$ cat src/inc/ptf_pkg.sv
package ptf_pkg;
   // ==========================================================
   // Data-memory map
   localparam logic [6:0] SLOW_TICK_JUDGE_ADDR = 7'h6E;
   localparam logic [6:0] FAST_TICK_JUDGE_ADDR = 7'h6F;
   localparam int         FLAG_BIT             = 0;
   localparam logic [3:0] JUDGE_RESET          = 4'h0;

   // ==========================================================
   // Timing
   localparam int CLK_PERIOD_NS  = 8;
   localparam int FAST_PERIOD_NS = 5_000_000;
   localparam int SLOW_PERIOD_NS = 125_000_000;
   localparam int FAST_CYCLES    = FAST_PERIOD_NS / CLK_PERIOD_NS;
   localparam int SLOW_PER_FAST  = SLOW_PERIOD_NS / FAST_PERIOD_NS;
   localparam int FAST_CNT_W     = 20;
   localparam int SLOW_CNT_W     = 5;
endpackage

$ cat src/hdl/ptf_divider.sv
`timescale 1ns/10ps
module ptf_divider #(
   parameter int FAST_CYCLES = ptf_pkg::FAST_CYCLES
) (
   // Clock and reset
   input  wire logic clk,
   input  wire logic reset,
   // Timebase gate
   input  wire logic run,
   // One-cycle set pulses
   output logic      fast_tick,
   output logic      slow_tick
);
   logic [ptf_pkg::FAST_CNT_W-1:0] fast_cnt_reg;
   logic [ptf_pkg::SLOW_CNT_W-1:0] slow_cnt_reg;
   logic                           fast_wrap;
   logic                           slow_wrap;

   // ==========================================================
   // Shared counter chain: the slow stage counts fast wraps
   assign fast_wrap = run && (fast_cnt_reg == ptf_pkg::FAST_CNT_W'(FAST_CYCLES - 1));
   assign slow_wrap = fast_wrap && (slow_cnt_reg == ptf_pkg::SLOW_CNT_W'(ptf_pkg::SLOW_PER_FAST - 1));

   always_ff @(posedge clk or posedge reset) begin
      if (reset) begin
         fast_cnt_reg <= '0;
         slow_cnt_reg <= '0;
         fast_tick    <= 1'b0;
         slow_tick    <= 1'b0;
      end else begin
         if (run) begin
            fast_cnt_reg <= fast_wrap ? '0 : fast_cnt_reg + 1'b1;
         end
         if (fast_wrap) begin
            slow_cnt_reg <= slow_wrap ? '0 : slow_cnt_reg + 1'b1;
         end
         fast_tick <= fast_wrap;
         slow_tick <= slow_wrap;
      end
   end
endmodule // ptf_divider

$ cat src/hdl/ptf_tick_flags.sv
`timescale 1ns/10ps
// Behaviour
// - Slow tick flag is set every 125 ms (8 Hz).
// - Fast tick flag is set every 5 ms (200 Hz).
// - Flags appear at bit 0 of 6EH and 6FH, mirroring the carry flip-flops.
// - Flags are read-only; a qualifying read clears the flag read.
// - Qualifying read-and-clear instructions addressing 6EH or 6FH clear the flag.
// - Power-on reset clears both flags, first read returns 0.
// - After power-on a flag is not set by its tick until it has been read once; a chip-enable reset sets the slow flag regardless.
// - After CE rises, chip-enable reset fires at the next slow set pulse.
// - That chip-enable reset coincides with the pulse and leaves the slow flag at 1.
// - A slow flag read colliding with the pending reset pulse wins.
// - The reset is then postponed one full slow period.
// - Timebase keeps running with CE low; only clock-stop halts it.
module ptf_tick_flags #(
   parameter int FAST_CYCLES = ptf_pkg::FAST_CYCLES
) (
   // Clock and power-on reset
   input  wire logic       CLK,
   input  wire logic       RESET,
   // Chip-enable pin and clock-stop instruction
   input  wire logic       CE,
   input  wire logic       CLK_STOP,
   // Data-memory read-and-clear access
   input  wire logic [6:0] DM_ADDR,
   input  wire logic       DM_RD,
   output logic      [3:0] DM_RDATA,
   // Flags and chip-enable reset
   output logic            SLOW_TICK_FLAG,
   output logic            FAST_TICK_FLAG,
   output logic            CE_RESET
);
   logic ce_meta_reg;
   logic ce_sync_reg;
   logic ce_prev_reg;
   logic ce_pending_reg;
   logic slow_armed_reg;
   logic fast_armed_reg;
   logic fast_tick;
   logic slow_tick;
   logic slow_read;
   logic fast_read;
   logic ce_fire;
   logic slow_set;
   logic fast_set;
   logic slow_flag_next;
   logic fast_flag_next;
   logic ce_pending_next;
   logic [3:0] rdata_next;

   // ==========================================================
   // Timebase
   ptf_divider #(.FAST_CYCLES(FAST_CYCLES)) u_div (
      .clk       (CLK),
      .reset     (RESET),
      .run       (!CLK_STOP),
      .fast_tick (fast_tick),
      .slow_tick (slow_tick)
   );

   // ==========================================================
   // Decode; DM_RD is raised by the core only for read-and-clear instructions
   assign slow_read = DM_RD && (DM_ADDR == ptf_pkg::SLOW_TICK_JUDGE_ADDR);
   assign fast_read = DM_RD && (DM_ADDR == ptf_pkg::FAST_TICK_JUDGE_ADDR);

   // A read on the very pulse defers the reset to the next period
   assign ce_fire         = slow_tick && ce_pending_reg && !slow_read;
   assign ce_pending_next = ce_sync_reg && (ce_pending_reg ? !ce_fire : !ce_prev_reg);

   // Set wins over the read's clear, so a pulse on the read cycle is kept
   assign slow_set       = (slow_tick && slow_armed_reg) || ce_fire;
   assign fast_set       = fast_tick && fast_armed_reg;
   assign slow_flag_next = slow_set || (SLOW_TICK_FLAG && !slow_read);
   assign fast_flag_next = fast_set || (FAST_TICK_FLAG && !fast_read);

   assign rdata_next = slow_read ? {3'h0, SLOW_TICK_FLAG} :
                       fast_read ? {3'h0, FAST_TICK_FLAG} : ptf_pkg::JUDGE_RESET;

   // ==========================================================
   // CE pin synchroniser
   // Reset high so a pin already high at power-on is not taken as a rising edge
   always_ff @(posedge CLK or posedge RESET) begin
      if (RESET) begin
         ce_meta_reg <= 1'b1;
         ce_sync_reg <= 1'b1;
         ce_prev_reg <= 1'b1;
      end else begin
         ce_meta_reg <= CE;
         ce_sync_reg <= ce_meta_reg;
         ce_prev_reg <= ce_sync_reg;
      end
   end

   // ==========================================================
   // Flags, arming and chip-enable reset
   always_ff @(posedge CLK or posedge RESET) begin
      if (RESET) begin
         SLOW_TICK_FLAG <= 1'b0;
         FAST_TICK_FLAG <= 1'b0;
         slow_armed_reg <= 1'b0;
         fast_armed_reg <= 1'b0;
         ce_pending_reg <= 1'b0;
         CE_RESET       <= 1'b0;
         DM_RDATA       <= ptf_pkg::JUDGE_RESET;
      end else begin
         SLOW_TICK_FLAG <= slow_flag_next;
         FAST_TICK_FLAG <= fast_flag_next;
         slow_armed_reg <= slow_armed_reg || slow_read || ce_fire;
         fast_armed_reg <= fast_armed_reg || fast_read;
         ce_pending_reg <= ce_pending_next;
         CE_RESET       <= ce_fire;
         DM_RDATA       <= rdata_next;
      end
   end

   // ==========================================================
   // Checks; helper gap counters are only for the assertions
   logic [23:0] slow_gap_reg;
   logic [19:0] fast_gap_reg;
   logic        slow_gap_ok_reg;
   logic        fast_gap_ok_reg;

   always_ff @(posedge CLK or posedge RESET) begin
      if (RESET) begin
         slow_gap_reg    <= '0;
         fast_gap_reg    <= '0;
         slow_gap_ok_reg <= 1'b0;
         fast_gap_ok_reg <= 1'b0;
      end else begin
         slow_gap_reg    <= slow_tick ? '0 : slow_gap_reg + 1'b1;
         fast_gap_reg    <= fast_tick ? '0 : fast_gap_reg + 1'b1;
         // A stop on any edge of a period stretches it, the tick edge included
         slow_gap_ok_reg <= (slow_tick || slow_gap_ok_reg) && !CLK_STOP;
         fast_gap_ok_reg <= (fast_tick || fast_gap_ok_reg) && !CLK_STOP;
      end
   end

   property p_slow_rate;
      @(posedge CLK) disable iff (RESET)
      slow_tick && slow_gap_ok_reg |-> slow_gap_reg == 24'(FAST_CYCLES * ptf_pkg::SLOW_PER_FAST - 1);
   endproperty
   a_slow_rate: assert property (p_slow_rate) else $error("slow pulse spacing wrong");

   property p_fast_rate;
      @(posedge CLK) disable iff (RESET)
      fast_tick && fast_gap_ok_reg |-> fast_gap_reg == 20'(FAST_CYCLES - 1);
   endproperty
   a_fast_rate: assert property (p_fast_rate) else $error("fast pulse spacing wrong");

   property p_chain;
      @(posedge CLK) disable iff (RESET)
      slow_tick |-> fast_tick;
   endproperty
   a_chain: assert property (p_chain) else $error("slow pulse off the fast chain");

   property p_read_data;
      @(posedge CLK) disable iff (RESET)
      slow_read |=> DM_RDATA == {3'h0, $past(SLOW_TICK_FLAG)};
   endproperty
   a_read_data: assert property (p_read_data) else $error("slow judge read data wrong");

   property p_read_clear;
      @(posedge CLK) disable iff (RESET)
      fast_read && !fast_tick |=> !FAST_TICK_FLAG;
   endproperty
   a_read_clear: assert property (p_read_clear) else $error("fast flag not cleared by read");

   property p_arm;
      @(posedge CLK) disable iff (RESET)
      $rose(SLOW_TICK_FLAG) |-> $past(slow_armed_reg) || $past(ce_fire);
   endproperty
   a_arm: assert property (p_arm) else $error("slow flag set before first read");

   property p_ce_fire;
      @(posedge CLK) disable iff (RESET)
      CE_RESET |-> $past(slow_tick) && $past(ce_pending_reg) && SLOW_TICK_FLAG;
   endproperty
   a_ce_fire: assert property (p_ce_fire) else $error("chip-enable reset off the slow pulse");

   property p_collision;
      @(posedge CLK) disable iff (RESET)
      slow_tick && ce_pending_reg && slow_read && ce_sync_reg |=> !CE_RESET && ce_pending_reg;
   endproperty
   a_collision: assert property (p_collision) else $error("read did not defer reset");

   property p_sticky;
      @(posedge CLK) disable iff (RESET)
      SLOW_TICK_FLAG && !slow_read |=> SLOW_TICK_FLAG;
   endproperty
   a_sticky: assert property (p_sticky) else $error("slow flag dropped without read");

   property p_fast_sticky;
      @(posedge CLK) disable iff (RESET)
      FAST_TICK_FLAG && !fast_read |=> FAST_TICK_FLAG;
   endproperty
   a_fast_sticky: assert property (p_fast_sticky) else $error("fast flag dropped without read");

   property p_fast_arm;
      @(posedge CLK) disable iff (RESET)
      $rose(FAST_TICK_FLAG) |-> $past(fast_armed_reg);
   endproperty
   a_fast_arm: assert property (p_fast_arm) else $error("fast flag set before first read");

   property p_fast_read_data;
      @(posedge CLK) disable iff (RESET)
      fast_read |=> DM_RDATA == {3'h0, $past(FAST_TICK_FLAG)};
   endproperty
   a_fast_read_data: assert property (p_fast_read_data) else $error("fast judge read data wrong");

   property p_slow_read_clear;
      @(posedge CLK) disable iff (RESET)
      slow_read && !slow_tick |=> !SLOW_TICK_FLAG;
   endproperty
   a_slow_read_clear: assert property (p_slow_read_clear) else $error("slow flag not cleared by read");

   property p_ce_drop;
      @(posedge CLK) disable iff (RESET)
      !ce_sync_reg |=> !ce_pending_reg;
   endproperty
   a_ce_drop: assert property (p_ce_drop) else $error("pending reset kept with enable low");
endmodule // ptf_tick_flags

$ cat config.mk
export PLATFORM = sky130hd
export DESIGN_NAME = ptf_tick_flags
export DESIGN_NICKNAME = d
export VERILOG_FILES = /design/src/inc/ptf_pkg.sv /design/src/hdl/ptf_divider.sv /design/src/hdl/ptf_tick_flags.sv
export SDC_FILE = /design/constraint.sdc
export NUM_CORES = 1
export LEC_CHECK = 0
export BUFFER_PORTS_ARGS = -buffer_cell sky130_fd_sc_hd__buf_2
export CAP_MARGIN = 20
export CORE_UTILIZATION = 30
export CTS_BUF_LIST = sky130_fd_sc_hd__clkbuf_2
export CTS_CLUSTER_DIAMETER = 120
export DETAILED_ROUTE_END_ITERATION = 10
export MAX_ROUTING_LAYER = met4
export PLACE_DENSITY = 0.47
export SLEW_MARGIN = 20
export SYNTH_ARGS = -nofsm -noshare
export SYNTH_HDL_FRONTEND = slang
export SYNTH_SLANG_ARGS = --single-unit
$ cat constraint.sdc
create_clock -name CLK -period 1.8 [get_ports CLK]
set_input_delay 0.09 -clock CLK [delete_from_list [all_inputs] [get_ports CLK]]
set_output_delay 0.09 -clock CLK [all_outputs]
set_load 0.1 [all_outputs]
# Yosys cells after proc, flatten, opt, wreduce, memory -nomap -nowiden

Cells that the tools add are included.
W data, S select, Z words.

Muxes and demuxes: 5
Reductions and logical operators: 22
Add/subtract/negate cells: 2
Multipliers: 0
Divide/modulo/power cells: 0
Equal/unequal tests: 4
Shift operators: 0
Magnitude comparators: 0
Bitwise logic cells: 0

Operator list:

| operator                | number |
|---|---|
| $add A20 B1 Y20 const B | 1 |
| $eq A20 B20 Y1 const B  | 1 |
| $mux W20                | 1 |
| $eq A7 B7 Y1 const B    | 2 |
| $logic_and A1 B1 Y1     | 11 |
| $logic_or A1 B1 Y1      | 6 |
| $add A5 B1 Y5 const B   | 1 |
| $eq A5 B5 Y1 const B    | 1 |
| $logic_not A1 Y1        | 5 |
| $mux W5                 | 1 |
| $mux W1                 | 3 |

Bits of input ports: 12
Word-level logic and storage cells: 47
Bits in latches: 0
Output and inout bits: 7
Memory bits (writable): 0
Register bits after elaboration: 37
Memories: 0
ROM bits: 0

# Logic depth before layout (Yosys ltp)

Depth in word-level cells: 7
Mapped depth: 6

# Cells and area by module

A second synthesis with hierarchy kept.

Cell total of the unflattened synthesis: 163
Area, all modules: 1789.2 um^2

By module, submodules not included:

| module         | times used | seq. area each (um^2) | cells an instance | area each (um^2) |
|---|---|---|---|---|
| ptf_divider    | 1          | 675.6                 | 130               | 1365.1 |
| ptf_tick_flags | 1          | 254.0                 | 33                | 424.2 |

# Worst setup path after synthesis

No wires, ideal clock.

Path type: flip-flop to flip-flop
From: register u_div.fast_cnt_reg[13] (netlist bit)
To: register u_div.slow_cnt_reg[2] (netlist bit)
Required time: 1.675 ns
Arrival: 1.453 ns
Setup slack: 0.222 ns
Path buffers: 0
Stages on the path, launching flop included: 5
Period minus slack after synthesis: 1.578 ns
Library setup time: 0.125 ns
Cell sequence: dfrtp_1 nor4_1 nand4_2 nor3_1 mux2_2

Cells in the longest elaborated chain, start to end: 4

Ends and longest elaborated chain:

| what                   | RTL line          | RTL |
|---|---|---|
| start, declared        | ptf_divider.sv:14 | `logic [ptf_pkg::FAST_CNT_W-1:0] fast_cnt_reg;` |
| start signal, assigned | ptf_divider.sv:32 | `fast_cnt_reg <= fast_wrap ? '0 : fast_cnt_reg + 1'b1;` |
| $eq A20 B20 Y1 *       | ptf_divider.sv:21 | `assign fast_wrap = run && (fast_cnt_reg == ptf_pkg::FAST_CNT_W'(FAST_CYCLES - 1));` |
| $logic_and A1 B1 Y1 *  | ptf_divider.sv:21 |  |
| $logic_and A1 B1 Y1    | ptf_divider.sv:22 | `assign slow_wrap = fast_wrap && (slow_cnt_reg == ptf_pkg::SLOW_CNT_W'(ptf_pkg::SLOW_PER_FAST - 1));` |
| $mux W5                | ptf_divider.sv:35 | `slow_cnt_reg <= slow_wrap ? '0 : slow_cnt_reg + 1'b1;` |
| end signal, assigned   | ptf_divider.sv:35 |  |
| end, declared          | ptf_divider.sv:15 | `logic [ptf_pkg::SLOW_CNT_W-1:0] slow_cnt_reg;` |

Mark *: on every way between the ends. The rest lies on a longest branch, timed or not.
A chain may end at the register's enable or synchronous reset.

# Worst setup path in the final report

From: register u_div.fast_cnt_reg[0] (netlist bit)
To: register u_div.slow_cnt_reg[4] (netlist bit)

The elaborated chain is that of the path after synthesis.

==> qor.csv <==
metric,value,unit
synthDominantCellAreaShare,48.43,%
grt_overflow,0,
met2_usage,20.87,%
busiest_layer,met2,
path_clk_slew,0.22,ns
track_usage,13.25,%
crit_buf_inv,0,
first_iter_violations,39,
diodes,0,
use_met3,3.605,%
largest_reg_flops,20,
core.rowCount,27,
drc_errors,0,
ys_top_cells_by_count,"dfrtp_1 (34), nand2_1 (10), inv_1 (9), xnor2_1 (9)",
htreeDepth,2,
muxShareOfSynthArea,1.923,%
synth_compound_area_share,6.553,%
synth_top_family_by_area,simple AND/OR/NAND/NOR gates,
ys_seq_elements,37,
clock.fmax,0.5722,GHz
drive_gt1_share,27.18,%
drv_cap,0,
worstPathRequired,2.17,ns
grt_max_degree,21,
synthSimpleGateAreaFrac,24.50,%
status,completed,
synth_edf_count,0,
syn_area,0.001757,sq mm
clk-insertion-delay-late,0.41,ns
p_switching,0.0004803,W
wl,3444,um
cts-root-buf,clkbuf_2,
p_per_area,804.7,mW/mm^2
tritoncts,built,
nFillCells,557,
holdCritPathClass,input pin to register,
skew,0.02400,ns
p_seq_share,56.9,%
grt_pass1_vias,1271,
ys.flop_type,dfrtp_1,
yosysWarnings,0,
p_total,0.001701,W
critPathKind,register to register,
hold_violations,0,
start_kind,register,
clock_sinks,37,
core_area,0.005574,sq mm
setup_violations,0,
synthAdderAreaFrac,2.137,%
initial_core_util,31.52,%
io_pins,19,
p_leak,0.9793,nW
areaGrowthSynthToFinish,20.30,%
fin_area,0.002113,sq mm
die_h,78.52,um
dpl-instance-area,0.001971,sq mm
post_synth_num_cell_types,41,
finalSetupTns,0,ns
vias,1293,
antenna_left,0,
peakVddDrop,0.3873,mV
cp_cell_sequence,ha_1 -> and4b_2 -> nand4_2 -> or4_1 -> nand3_1,
layout.nets,209,
sw_frac_of_total,28.24,%
yosysMostFrequentCell,dfrtp_1,
period_minus_slack,1.748,ns
yosysTopAreaCell,dfrtp_1,
drv_slew,0,
period_share,97.09,%
synthCells,158,
ys_seq_area_share,52.92,%
portBuffers,15,
synth_area_leaders,"dfrtp_1 (48%), dfstp_2 (4.5%), xnor2_1 (4.5%), xor2_1 (3.0%), and4b_1 (2.3%)",
die_w,78.52,um
clockPowerShare,31.4,%
p_int,0.001220,W
crit_path_max_fanout,5,
p_comb_share,11.6,%
async_flop_share,100.0,%
gp_congestion,0.8093,
drt-vias-per-instance,4.843,
grt_pass1_wl,6044,um
synth.avg_cell_area,11.12,sq um
numCtsBuffers,5,
slowest_stage,or4_1,
dr.pass1.iters,4,
wl_per_cell,12.90,um
worstPathArrival,2.12,ns
critPathMaxStageDelay,0.53,ns
grt_antenna_before_repair,0,
dp_hpwl,2576,um
cp_top_family,simple AND/OR/NAND/NOR gates,
clock_tree.buffer_depth,2,
end_kind,register,
die_area,0.006165,sq mm
synth_xor_area_share,7.479,%
grtUsageMet1,16.02,%
## layout make-up
type                       count  area, sq um  share of cell area, %
clock buffer                   5        25.02                  1.184
clock inverter                 3        46.29                  2.191
inverter                       9        33.78                  1.599
multi-input combinational    109        775.7                  36.71
tap                           72        90.09                  4.263
timing repair buffer          32        212.7                  10.07
sequential                    37        929.6                  43.99
## stage by stage
stage / worst slack (ns) / util, % / hold WS [ns] / std cells
2_1_floorplan: 0.2223 / - / 0.09448 / 160
3_3_place_gp: 0.1166 / 35.35 / 0.1362 / 253
3_5_place_dp: 0.01731 / 35.35 / 0.1486 / 253
4_1_cts: 0.02506 / 37.35 / 0.1206 / 265
5_1_grt: -0.01224 / 37.91 / 0.1343 / 267
6_report: 0.05241 / 37.91 / 0.1371 / 267
## worst paths after layout
check / from / end / slack [ns] / cells after the start
min in group asynchronous: RESET / u_div.slow_cnt_reg[1] / 0.23 / 4
max: u_div.fast_cnt_reg[0] / u_div.slow_cnt_reg[4] / 0.05 / 5
max reg2reg: u_div.fast_cnt_reg[0] / u_div.slow_cnt_reg[4] / 0.05 / 5
min reg2reg: ce_meta_reg / ce_sync_reg / 0.37 / 0
max in group asynchronous: RESET / ce_prev_reg / 1.30 / 4
min: DM_ADDR[1] / fast_armed_reg / 0.14 / 4
## cells in the final DEF, fill, tap and decap left out, types with 4 or more instances in the layout
master / netlist / routed
xnor2_1: 9 / 9
dlygate4sd3_1: 0 / 4
o21ai_0: 6 / 6
o31ai_1: 4 / 4
buf_2: 0 / 15
clkbuf_2: 0 / 5
nand3_1: 8 / 7
inv_1: 9 / 9
and3_1: 6 / 6
nand4_1: 6 / 6
dfrtp_1: 34 / 34
nand2_1: 10 / 10
buf_4: 4 / 13
nor2_1: 8 / 8
xor2_1: 6 / 6
## tightest hold or removal path: stages
cell and delay, ns:
buf_2 0.10, and3_1 0.15, nand3_1 0.12, nand2b_1 0.06
## power by group through the flow
stage	combinational [W]	sequential [W]	clock, W
floorplan	0.000146	0.000962	0
global placement	0.000178	0.000977	0
detailed placement	0.000187	0.000979	0
CTS	0.000196	0.000966	0.000556
global route	0.000220	0.000982	0.000598
finish	0.000198	0.000968	0.000535
## logic make-up after synthesis
kind of cell / after synthesis
AOI/OAI and AO/OA: 18
xor gates and xnor gates: 15
adders and majority gates: 3
buffers and inverters: 14
DFF: 37
muxes: 3
other: 1
and+or+nand+nor: 67
## repair_timing
| action | in CTS | in global routing |
|---|---|---|
| setup endpoints to repair | 0 | 8 |
| hold buffers | 4 | 0 |
| resized for setup | 0 | 4 |
| buffers inserted | 0 | 2 |
| endpoints found under the hold margin | 42 | 0 |
## per-layer routing
metal	vias up	share of wire, %
li1	632	-
met4	0	1.5
met5	-	0
met2	12	49
met3	6	2.5
met1	643	47
Note: power is estimated with default switching activity, not from simulation.
